File: config.mk
export PLATFORM = sky130hd
export DESIGN_NAME = tt2_top
export DESIGN_NICKNAME = d
export VERILOG_FILES = /design/src/rtl/tt2_sync_edge.v /design/src/rtl/tt2_tick_gen.v /design/src/rtl/tt2_top.v
export VERILOG_INCLUDE_DIRS = /design/src /design/src/rtl
export SDC_FILE = /design/constraint.sdc
export NUM_CORES = 1
export LEC_CHECK = 0
export ABC_AREA = 1
export BUFFER_PORTS_ARGS = -buffer_cell sky130_fd_sc_hd__buf_2
export CORE_ASPECT_RATIO = 1.2
export CORE_UTILIZATION = 50
export DETAILED_ROUTE_END_ITERATION = 8
export GPL_TIMING_DRIVEN = 0
export PLACE_DENSITY = 0.78
export SYNTH_ARGS = -nofsm -noshare
export SYNTH_HDL_FRONTEND = slang
export SYNTH_SLANG_ARGS = --single-unit
File: constraint.sdc
create_clock -name clk_i -period 3.15 [get_ports clk_i]
set_input_delay 0.315 -clock clk_i [delete_from_list [all_inputs] [get_ports clk_i]]
set_output_delay 0.315 -clock clk_i [all_outputs]
set_load 0.01 [all_outputs]
File: src/rtl/tt2_defines.vh
// register map, field positions and reset values of the timer two block
`ifndef TT2_DEFINES_VH
`define TT2_DEFINES_VH

// register offsets
`define TT2_ADDR_CONTROL 8'hc8
`define TT2_ADDR_MODE 8'hc9
`define TT2_ADDR_CAP_LOW 8'hca
`define TT2_ADDR_CAP_HIGH 8'hcb
`define TT2_ADDR_CNT_LOW 8'hcc
`define TT2_ADDR_CNT_HIGH 8'hcd

// control register fields
`define TT2_CTL_OVERFLOW 7
`define TT2_CTL_EXTERNAL 6
`define TT2_CTL_RX_CLOCK 5
`define TT2_CTL_TX_CLOCK 4
`define TT2_CTL_EXT_ENABLE 3
`define TT2_CTL_RUN 2
`define TT2_CTL_COUNTER 1
`define TT2_CTL_CAPTURE 0

// mode register fields
`define TT2_MOD_OUT_ENABLE 1
`define TT2_MOD_DOWN_ENABLE 0

// reset values and count constants
`define TT2_CONTROL_RESET 8'h00
`define TT2_MODE_RESET 2'h0
`define TT2_COUNT_RESET 16'h0000
`define TT2_BYTE_ZERO 8'h00
`define TT2_COUNT_MAX 16'hffff
`define TT2_COUNT_ONE 16'h0001

// oscillator clocks per machine cycle
`define TT2_MACHINE_DIV 6

`endif

File: src/rtl/tt2_sync_edge.v
// two-stage pin synchroniser with sampled falling-edge detection
`timescale 1ns/100ps
module tt2_sync_edge (
  input wire clk_i,
  input wire arst_n_i,
  input wire pin_i,
  input wire sample_i,
  output reg level_o,
  output reg fall_o
);
  reg stage_one;
  reg last_sample;

  always @(posedge clk_i or negedge arst_n_i) begin
    if (!arst_n_i) begin
      stage_one <= 1'b1;
      level_o <= 1'b1;
      last_sample <= 1'b1;
      fall_o <= 1'b0;
    end else begin
      stage_one <= pin_i;
      level_o <= stage_one;
      // high at one sample, low at the next gives one pulse
      fall_o <= sample_i & last_sample & ~level_o;
      if (sample_i) begin
        last_sample <= level_o;
      end
    end
  end
endmodule // tt2_sync_edge

File: src/rtl/tt2_tick_gen.v
// machine cycle tick generator dividing the oscillator clock
`timescale 1ns/100ps
module tt2_tick_gen #(
  parameter DIV = 6,
  parameter W = 3
) (
  input wire clk_i,
  input wire arst_n_i,
  output reg tick_o
);
  localparam integer LAST_INT = DIV - 1;
  localparam [W-1:0] LAST = LAST_INT[W-1:0];
  localparam [W-1:0] ZERO = {W{1'b0}};
  localparam [W-1:0] ONE = {{(W-1){1'b0}}, 1'b1};
  reg [W-1:0] phase;

  always @(posedge clk_i or negedge arst_n_i) begin
    if (!arst_n_i) begin
      phase <= ZERO;
      tick_o <= 1'b0;
    end else begin
      tick_o <= (phase == LAST);
      if (phase == LAST) begin
        phase <= ZERO;
      end else begin
        phase <= phase + ONE;
      end
    end
  end
endmodule // tt2_tick_gen

File: src/rtl/tt2_top.v
// timer two: capture, auto-reload, clock-out and baud generator timer/counter
// Behaviour
// mode is off, baud, capture, clock-out or auto-reload, in that priority
// overflow flag set on overflow, never cleared by hardware, not in baud or clock-out
// external flag set on trigger falling edge in capture, reload or baud modes (not in up/down reload, where it toggles on overflow or underflow)
// interrupt requested when enabled and either flag is set
// receive clock select routes this timer's overflows to the serial receiver
// transmit clock select routes this timer's overflows to the serial transmitter
// external enable lets trigger edges capture or reload, never while baud clocking
// counting happens only while run control is one
// timer counts oscillator over six, counter counts count pin falling edges (the timer counts every oscillator clock in baud and clock-out)
// capture select picks capture or reload; serial clocking forces reload on overflow
// software writes zeros to the six reserved mode register bits
// output enable drives the generated clock on the count pin in clock-out mode only
// down-count enable allows up/down counting
// capture mode without external enable is a plain 16-bit timer or counter
// capture copies low count byte to low capture and high to high capture
// capture mode never reloads; counting continues through captures
// software services a capture before the next trigger edge overwrites it
// trigger edge needs high sample, low sample, then flag set on third cycle
// reload with down counting counts up on trigger high, down on low
// overflow is the roll from all ones to zero, one count event wide
//
// Local design decision: the address-and-strobe port.
`timescale 1ns/100ps
`include "tt2_defines.vh"
module tt2_top (
  input wire clk_i,
  input wire arst_n_i,
  input wire [7:0] addr_i,
  input wire [7:0] wdata_i,
  input wire wr_i,
  input wire rd_i,
  output reg [7:0] rdata_o,
  input wire irq_enable_i,
  output reg irq_o,
  input wire trigger_input_i,
  input wire count_input_pin_i,
  output reg count_pin_o,
  output reg count_pin_oe_o,
  input wire timer_one_overflow_i,
  output reg rx_clock_tick_o,
  output reg tx_clock_tick_o
);
  localparam [2:0] MODE_OFF = 3'h0;
  localparam [2:0] MODE_RELOAD = 3'h1;
  localparam [2:0] MODE_CAPTURE = 3'h2;
  localparam [2:0] MODE_CLKOUT = 3'h3;
  localparam [2:0] MODE_BAUD = 3'h4;

  // control register state
  reg overflow_flag;
  reg external_flag;
  reg receive_clock_select;
  reg transmit_clock_select;
  reg external_enable;
  reg run_control;
  reg counter_select;
  reg capture_reload_select;
  // mode register state
  reg clock_output_enable;
  reg down_count_enable;
  // count and capture registers
  reg [15:0] count;
  reg [15:0] capture;

  reg [2:0] mode;
  wire machine_tick;
  wire trig_level;
  wire trig_fall;
  wire pin_level;
  wire pin_fall;

  tt2_tick_gen #(
    .DIV(`TT2_MACHINE_DIV),
    .W(3)
  ) u_tick (
    .clk_i(clk_i),
    .arst_n_i(arst_n_i),
    .tick_o(machine_tick)
  );

  // trigger sampled once per machine cycle
  tt2_sync_edge u_trig (
    .clk_i(clk_i),
    .arst_n_i(arst_n_i),
    .pin_i(trigger_input_i),
    .sample_i(machine_tick),
    .level_o(trig_level),
    .fall_o(trig_fall)
  );

  tt2_sync_edge u_pin (
    .clk_i(clk_i),
    .arst_n_i(arst_n_i),
    .pin_i(count_input_pin_i),
    .sample_i(1'b1),
    .level_o(pin_level),
    .fall_o(pin_fall)
  );

  wire serial_clocking = receive_clock_select | transmit_clock_select;

  always @* begin
    if (!run_control) begin
      mode = MODE_OFF;
    end else if (serial_clocking) begin
      mode = MODE_BAUD;
    end else if (capture_reload_select) begin
      mode = MODE_CAPTURE;
    end else if (clock_output_enable) begin
      mode = MODE_CLKOUT;
    end else begin
      mode = MODE_RELOAD;
    end
  end

  // count event source
  reg count_event;
  always @* begin
    count_event = 1'b0;
    if (mode != MODE_OFF) begin
      if (counter_select) begin
        count_event = pin_fall;
      end else if (mode == MODE_BAUD || mode == MODE_CLKOUT) begin
        count_event = 1'b1;
      end else begin
        count_event = machine_tick;
      end
    end
  end

  // direction follows the synchronised trigger level, reload mode only
  wire count_down = (mode == MODE_RELOAD) & down_count_enable & ~trig_level;
  wire overflow = count_event & ~count_down & (count == `TT2_COUNT_MAX);
  wire underflow = count_event & count_down & (count == capture);
  wire trig_active = external_enable & trig_fall;
  wire capture_hit = (mode == MODE_CAPTURE) & trig_active;
  wire trig_reload = (mode == MODE_RELOAD) & ~down_count_enable & trig_active;
  wire flag_mode = (mode == MODE_CAPTURE) | (mode == MODE_RELOAD);
  wire set_overflow = flag_mode & (overflow | underflow);
  wire ext_mode = flag_mode | (mode == MODE_BAUD);
  // in up/down reload the external flag is a toggle bit, so edges do not set it
  wire updown_reload = (mode == MODE_RELOAD) & down_count_enable;
  wire set_external = ext_mode & trig_active & ~updown_reload;
  wire toggle_external = updown_reload & (overflow | underflow);

  // register write decode, exact address match
  wire wr_control = wr_i & (addr_i == `TT2_ADDR_CONTROL);
  wire wr_mode = wr_i & (addr_i == `TT2_ADDR_MODE);
  wire wr_cap_low = wr_i & (addr_i == `TT2_ADDR_CAP_LOW);
  wire wr_cap_high = wr_i & (addr_i == `TT2_ADDR_CAP_HIGH);
  wire wr_cnt_low = wr_i & (addr_i == `TT2_ADDR_CNT_LOW);
  wire wr_cnt_high = wr_i & (addr_i == `TT2_ADDR_CNT_HIGH);

  // next count value; capture mode rolls through zero, other modes reload
  // software byte writes win over a same-cycle reload or count
  reg [15:0] next_count;
  always @* begin
    next_count = count;
    if (wr_cnt_low) begin
      next_count = {count[15:8], wdata_i};
    end else if (wr_cnt_high) begin
      next_count = {wdata_i, count[7:0]};
    end else if (overflow && mode != MODE_CAPTURE) begin
      next_count = capture;
    end else if (underflow) begin
      next_count = `TT2_COUNT_MAX;
    end else if (trig_reload) begin
      next_count = capture;
    end else if (count_event && count_down) begin
      next_count = count - `TT2_COUNT_ONE;
    end else if (count_event) begin
      next_count = count + `TT2_COUNT_ONE;
    end
  end

  // a capture edge wins over a software write to the capture bytes
  reg [15:0] next_capture;
  always @* begin
    next_capture = capture;
    if (capture_hit) begin
      next_capture = count;
    end else if (wr_cap_low) begin
      next_capture = {capture[15:8], wdata_i};
    end else if (wr_cap_high) begin
      next_capture = {wdata_i, capture[7:0]};
    end
  end

  // flags: hardware set wins over a software clear in the same cycle
  reg next_overflow_flag;
  reg next_external_flag;
  always @* begin
    next_overflow_flag = wr_control ? wdata_i[`TT2_CTL_OVERFLOW] : overflow_flag;
    next_external_flag = wr_control ? wdata_i[`TT2_CTL_EXTERNAL] : external_flag;
    if (set_overflow) begin
      next_overflow_flag = 1'b1;
    end
    if (set_external) begin
      next_external_flag = 1'b1;
    end else if (toggle_external) begin
      next_external_flag = ~external_flag;
    end
  end

  always @(posedge clk_i or negedge arst_n_i) begin
    if (!arst_n_i) begin
      overflow_flag <= 1'b0;
      external_flag <= 1'b0;
      receive_clock_select <= 1'b0;
      transmit_clock_select <= 1'b0;
      external_enable <= 1'b0;
      run_control <= 1'b0;
      counter_select <= 1'b0;
      capture_reload_select <= 1'b0;
      clock_output_enable <= 1'b0;
      down_count_enable <= 1'b0;
      count <= `TT2_COUNT_RESET;
      capture <= `TT2_COUNT_RESET;
    end else begin
      overflow_flag <= next_overflow_flag;
      external_flag <= next_external_flag;
      count <= next_count;
      capture <= next_capture;
      if (wr_control) begin
        receive_clock_select <= wdata_i[`TT2_CTL_RX_CLOCK];
        transmit_clock_select <= wdata_i[`TT2_CTL_TX_CLOCK];
        external_enable <= wdata_i[`TT2_CTL_EXT_ENABLE];
        run_control <= wdata_i[`TT2_CTL_RUN];
        counter_select <= wdata_i[`TT2_CTL_COUNTER];
        capture_reload_select <= wdata_i[`TT2_CTL_CAPTURE];
      end
      if (wr_mode) begin
        // reserved upper bits are not stored
        clock_output_enable <= wdata_i[`TT2_MOD_OUT_ENABLE];
        down_count_enable <= wdata_i[`TT2_MOD_DOWN_ENABLE];
      end
    end
  end

  // serial clock ticks come from this timer only while its select bit is set
  wire next_rx_tick = receive_clock_select ? overflow : timer_one_overflow_i;
  wire next_tx_tick = transmit_clock_select ? overflow : timer_one_overflow_i;

  // clock-out level toggles on each overflow and is parked low outside clock-out
  reg next_count_pin;
  always @* begin
    next_count_pin = 1'b0;
    if (mode == MODE_CLKOUT) begin
      next_count_pin = count_pin_o ^ overflow;
    end
  end

  // outputs towards the interrupt controller, serial port and count pin
  always @(posedge clk_i or negedge arst_n_i) begin
    if (!arst_n_i) begin
      irq_o <= 1'b0;
      rx_clock_tick_o <= 1'b0;
      tx_clock_tick_o <= 1'b0;
      count_pin_o <= 1'b0;
      count_pin_oe_o <= 1'b0;
    end else begin
      irq_o <= irq_enable_i & (overflow_flag | external_flag);
      rx_clock_tick_o <= next_rx_tick;
      tx_clock_tick_o <= next_tx_tick;
      count_pin_oe_o <= (mode == MODE_CLKOUT);
      count_pin_o <= next_count_pin;
    end
  end

  // read mux; data stand for the one cycle after the strobe, zero otherwise
  reg [7:0] next_rdata;
  always @* begin
    next_rdata = `TT2_BYTE_ZERO;
    if (!rd_i) begin
      next_rdata = `TT2_BYTE_ZERO;
    end else if (addr_i == `TT2_ADDR_CONTROL) begin
      next_rdata = {overflow_flag, external_flag, receive_clock_select, transmit_clock_select,
        external_enable, run_control, counter_select, capture_reload_select};
    end else if (addr_i == `TT2_ADDR_MODE) begin
      next_rdata = {6'h00, clock_output_enable, down_count_enable};
    end else if (addr_i == `TT2_ADDR_CAP_LOW) begin
      next_rdata = capture[7:0];
    end else if (addr_i == `TT2_ADDR_CAP_HIGH) begin
      next_rdata = capture[15:8];
    end else if (addr_i == `TT2_ADDR_CNT_LOW) begin
      next_rdata = count[7:0];
    end else if (addr_i == `TT2_ADDR_CNT_HIGH) begin
      next_rdata = count[15:8];
    end
  end

  always @(posedge clk_i or negedge arst_n_i) begin
    if (!arst_n_i) begin
      rdata_o <= `TT2_BYTE_ZERO;
    end else begin
      rdata_o <= next_rdata;
    end
  end

  wire unused_pin_level = pin_level;
endmodule // tt2_top

# Word level (Yosys, flattened, before mapping)
# Index checks and enable logic that the tools add are counted.
# totals
regBits	67
in_bits	24
out_inout_bits	13
word_cells	132
# op_classes
n_addsub	3
n_eq_ne	16
n_mux	33
n_bitwise	37
reduce_logical	13
# op_table
operator	count
2-to-1 mux 16 bit	9
2-to-1 mux 8 bit	8
equality test 8 bit (second input constant)	6
bitwise AND 1 bit	24
adder 16 x 1 -> 16 bit (second input constant)	1
equality test 16 bit	1
equality test 16 bit (second input constant)	1
subtractor 16 x 1 -> 16 bit (second input constant)	1
nonzero test 6 bit	2
2-to-1 mux 1 bit	11
2-to-1 mux 3 bit	3
inverter 1 bit	7
equality test 3 x 2 -> 1 bit (second input constant)	2
equality test 3 bit (second input constant)	2
AND reduction 2 bit	3
nonzero test 2 bit	3
nonzero test 3 bit	2
OR 1 bit	5
2-to-1 mux 2 bit	2
!= test 2 bit (second input constant)	2
adder 3 x 1 -> 3 bit (second input constant)	1
equality test 3 x 1 -> 1 bit (second input constant)	1
!= test 3 x 2 -> 1 bit (second input constant)	1
logical AND 1 bit	2
2 further kinds	2

# Longest topological paths before layout
# depth
depth_word	16
ltp_mapped	22

# Cells and area by module
# From an unflattened synthesis, not the netlist that was laid out.
# unflattened
cells_unflattened	657
area_unflattened_um2	4722.0
# by_module_without_submodules
module	n_inst	cells_each	area_each_um2	seq_area_each_um2
tt2_top	1	622	4324.1	1376.3
tt2_sync_edge	2	10	126.4	103.8
tt2_tick_gen	1	15	145.1	100.1

# Least setup slack after synthesis
# No wires, ideal clock.
# synth_timing
kind	register to register
start	register transmit_clock_select
end	register count[12]
t_arrival_ns	2.629
t_required_ns	3.034
path_slack_ns	0.404
path_stages_with_launch	16
n_path_buf	0
period_less_slack_ns	2.746
path_cell_list	dfrtp_1 -> nor2_4 -> nand2_2 -> nor2_4 -> nand3b_1 -> nor2_4 -> ha_1 -> or2_2 -> and2_1 -> nand4_1 -> nand3_1 -> or2_2 -> nand2_1 -> nand3_1 -> nand2_1 -> nand2_1
# synth_via
elab_chain_len	14
elab_cells_between_ends	30
# synth_lines
element	line	rtl
start, declared	tt2_top.v:55	reg transmit_clock_select;
start signal, assigned	tt2_top.v:228	transmit_clock_select <= wdata_i[`TT2_CTL_TX_CLOCK];
OR 1 bit *	tt2_top.v:102	wire serial_clocking = receive_clock_select | transmit_clock_select;
2-to-1 mux 3 bit *	tt2_top.v:107	end else if (serial_clocking) begin
2-to-1 mux 3 bit *	tt2_top.v:105	if (!run_control) begin
equality test 3 bit / equality test 3 x 2 -> 1 bit (equally long branches)	tt2_top.v:125	end else if (mode == MODE_BAUD || mode == MODE_CLKOUT) begin
logical OR 1 bit	tt2_top.v:125	
2-to-1 mux 1 bit	tt2_top.v:125	
2-to-1 mux 1 bit	tt2_top.v:123	if (counter_select) begin
2-to-1 mux 1 bit	tt2_top.v:122	if (mode != MODE_OFF) begin
logical AND 1 bit	tt2_top.v:171	end else if (count_event && count_down) begin
2-to-1 mux 16 bit	tt2_top.v:171	
2-to-1 mux 16 bit	tt2_top.v:169	end else if (trig_reload) begin
2-to-1 mux 16 bit	tt2_top.v:167	end else if (underflow) begin
2-to-1 mux 16 bit	tt2_top.v:165	end else if (overflow && mode != MODE_CAPTURE) begin
2-to-1 mux 16 bit	tt2_top.v:163	end else if (wr_cnt_high) begin
end signal, assigned	tt2_top.v:219	count <= `TT2_COUNT_RESET;
end signal, assigned	tt2_top.v:224	count <= next_count;
end, declared	tt2_top.v:64	reg [15:0] count;
# Mark *: on every way between the ends. The rest lies on a longest branch, timed or not. The select of a mux whose other input is x is not followed.
# A chain may end at the register's enable or synchronous reset.

# Worst setup path in the final report
# Same ends and word-level chain as after synthesis.

==> reports/results.ini <==
[drt]
vias=4533
avgRoutedWirePerCell_um=17.4
drtPass1Iterations=5
viasPerCell=5.75
wl_mm=13.7
first_iter_violations=347
drc=0
final_antenna_net_count=0

[clock_network]
cts_tree=yes
clk_pin_slew_ns=0.08
numCtsBuffers=9
cts.sinks=67
htree_levels=3
cts_max_path_buffers=2
clockRootBuffer=clkbuf_8
clock_latency_ns=0.37

[placed_design]
gp_congestion=0.976
dp_hpwl_mm=10.5
place_ws_ns=-0.0943
place_area_mm2=0.00490
io_buffers=35
dpl.cell_count=767

[setup_path]
path_buf_inv=1
r2r_start=transmit_clock_select
path_cells=nor2_4, nand4_1, nand2_2, nand2_4, nor2_4, buf_12, ha_1, or2_2, and2_1, nand4_1, nand3_1, or2_2, nand2_1, nand3_1, nand2_1, nand2_1
critPathMaxFanout=9
worstPathArrival_ns=3.20
cp.required_ns=3.41
crit_top_cell=nand2_1
crit_type=flop to flop
worstSetupStartpointType=flop
slowest_stage=dfrtp_2
rr_endpoint=count[12]
max_stage_delay_ns=0.46
rr_worst_depth=16
r2r_setup_slack_ns=0.21
cp_top_family=simple AND/OR/NAND/NOR gates
setup.worst_path.end_class=flop

[sta]
fin_skew_ns=0.00879
maxSlewViolCount=0
finalWorstSetupSlack_ns=0.213
setup_tns_ns=0
tightestPinTransition_ns=0.844
period_share_pct=93.2
fmax_mhz=341
hold_viol_final=0
min_period_ns=2.94
relSlewSlack_pct=43.8
finalSetupViolations=0

[global_route]
grt_antenna_before_repair=0
grt_pass1_wl_mm=21.7
grt_usage_pct=30.9
grt_max_degree=68
first_global_vias=4389
overflow=0

[pwr]
pwr-share-clk_pct=34.0
power.density_mw_per_mm2=369
ir_drop_mv=0.168
p_switching_uw=599
p_leak_nw=2.69
swShare_pct=31.6
p_int_mw=1.30
power_frac_seq_pct=52.5
fin_total_pwr_mw=1.90
comb_power_share_pct=13.6

[synthesis]
synth_cell_types=44
synth_most_common_cell=nand2_1
synth_common_cells=nand2_1 (167), inv_1 (70), dfrtp_1 (61), nor2_1 (52), a21oi_1 (38)
ys_seq_area_share_pct=36.8
synth_top_cell_by_area=dfrtp_1
synth_edf_count=0
yosysTopAreaCellShare_pct=33.3
yosysWarnings=0
ys.flop_type=dfrtp_1
syn_nets=654
synthArstFlopShare_pct=100
syn_avg_cell_area_um2=7.44
synth_area_mm2=0.00458
synth_seq_cells=67
synthCells=615
synthTopCellsByArea=dfrtp_1 (33%), nand2_1 (14%), inv_1 (5.7%), nor2_1 (4.3%), a21oi_1 (4.2%)

[floorplanning]
die-area_mm2=0.00954
initial_core_util_pct=52.3
rows=37
die_x_um=89.4
core-area_mm2=0.00875
boundaryPins=37
fp.dieH_um=107

[hold_path]
min_from=trigger_input_i
hold_path_depth=1
hold_path_end=u_trig.stage_one
hold_path.class=input port to flop

[final_layout]
layout.nets=706
diodes=0
design_area_mm2=0.00514
drive_gt1_share_pct=17.0
fin_cells=789
area_growth_pct=12.4

[status]
status=completed

[run]
drv_cap=0

flip-flops by register name (all words and copies together), names as in the netlist, 3 cells and up:
register      cells
rdata_o           8
count            16
capture          16
u_tick.phase      3
cell usage in the layout (no fill, tap or decap), drive strengths merged:
cell,netlist,layout
fa,1,1
or2,4,4
a21oi,38,38
a22oi,7,7
o221ai,19,19
and2,2,2
buf,5,46
nand2,176,176
nand3b,4,4
a221oi,1,1
nand3,38,38
nand4,10,10
nor4,1,1
nor2,66,66
mux2i,1,1
ha,14,14
inv,77,77
o21ai,34,34
o21a,2,2
nor3b,1,1
xnor2,8,8
dfstp,6,6
o22ai,5,5
o211ai,5,5
clkinvlp,0,4
a211oi,1,1
a21o,1,1
dfrtp,61,61
clkbuf,2,12
o21bai,3,3
clkinv,0,2
xor2,16,16
nor3,6,6
power by group through the flow:
stage          Sequential, mW  Combinational, mW  Clock [mW]
6_report                0.996              0.257       0.644
5_1_grt                  1.00              0.286       0.684
4_1_cts                 0.992              0.257       0.646
3_5_place_dp             1.01              0.256           0
3_3_place_gp             1.01              0.250           0
2_1_floorplan           0.979              0.169           0
layer usage:
layer	share of wire, %	track usage, %
met1	41	37.9
met2	46	49.1
met4	6.8	21.0
met5	0	0
met3	5.7	5.00
worst register-to-register path: cells and delay by family, from the launching register on:
family | cells | cell delay (ns)
simple gates | 14 | 1.96
flops | 1 | 0.46
fa+ha+maj | 1 | 0.26
buf+inv | 1 | 0.13
repair_timing:
| item | in CTS | in global routing |
|---|---|---|
| hold buffers | 0 | 0 |
| setup buffers | 5 | 1 |
| pin swaps | 1 | 1 |
| gates resized for setup | 0 | 4 |
| endpoints found under the hold margin | 0 | 0 |
| endpoints found under the setup margin | 7 | 4 |
worst max-delay path by stage:
stage / to / slack (ns) / startpoint / cells past startpoint
floorplan: count[12] / 0.40 / transmit_clock_select / 15
global placement: count[12] / -0.007 / transmit_clock_select / 15
detailed placement: count[15] / -0.09 / transmit_clock_select / 18
CTS: count[15] / 0.16 / transmit_clock_select / 19
global route: count[12] / -0.004 / transmit_clock_select / 16
finish: count[12] / 0.21 / transmit_clock_select / 16
cells by family after synthesis:
| group | share of synthesized area [%] |
|---|---|
| multiplexers | 0.219 |
| adder cells (fa/ha/maj) | 4.26 |
| AO/OA/AOI/OAI | 16.0 |
| AND/OR/NAND/NOR | 30.8 |
| buffers and inverters | 7.38 |
| flip-flops | 36.8 |
| XOR/XNOR | 4.59 |
through the flow:
step | hold slack [ns] | util (%)
2_1_floorplan | 0.0194 | -
3_3_place_gp | 0.346 | 56.0
3_5_place_dp | 0.348 | 56.0
4_1_cts | 0.0359 | 58.6
5_1_grt | 0.0333 | 58.8
6_report | 0.0382 | 58.8
final cells by class:
class | instances | area, um2
Timing Repair Buffer | 41 | 235
Inverter | 77 | 289
Buffer | 7 | 48.8
Tap cell | 117 | 146
Sequential cell | 67 | 1690
Fill cell | 828 | 3600
Clock inverter | 6 | 43.8
Multi-Input combinational cell | 464 | 2570
Clock buffer | 10 | 128
(Power assumes the default switching activity.)
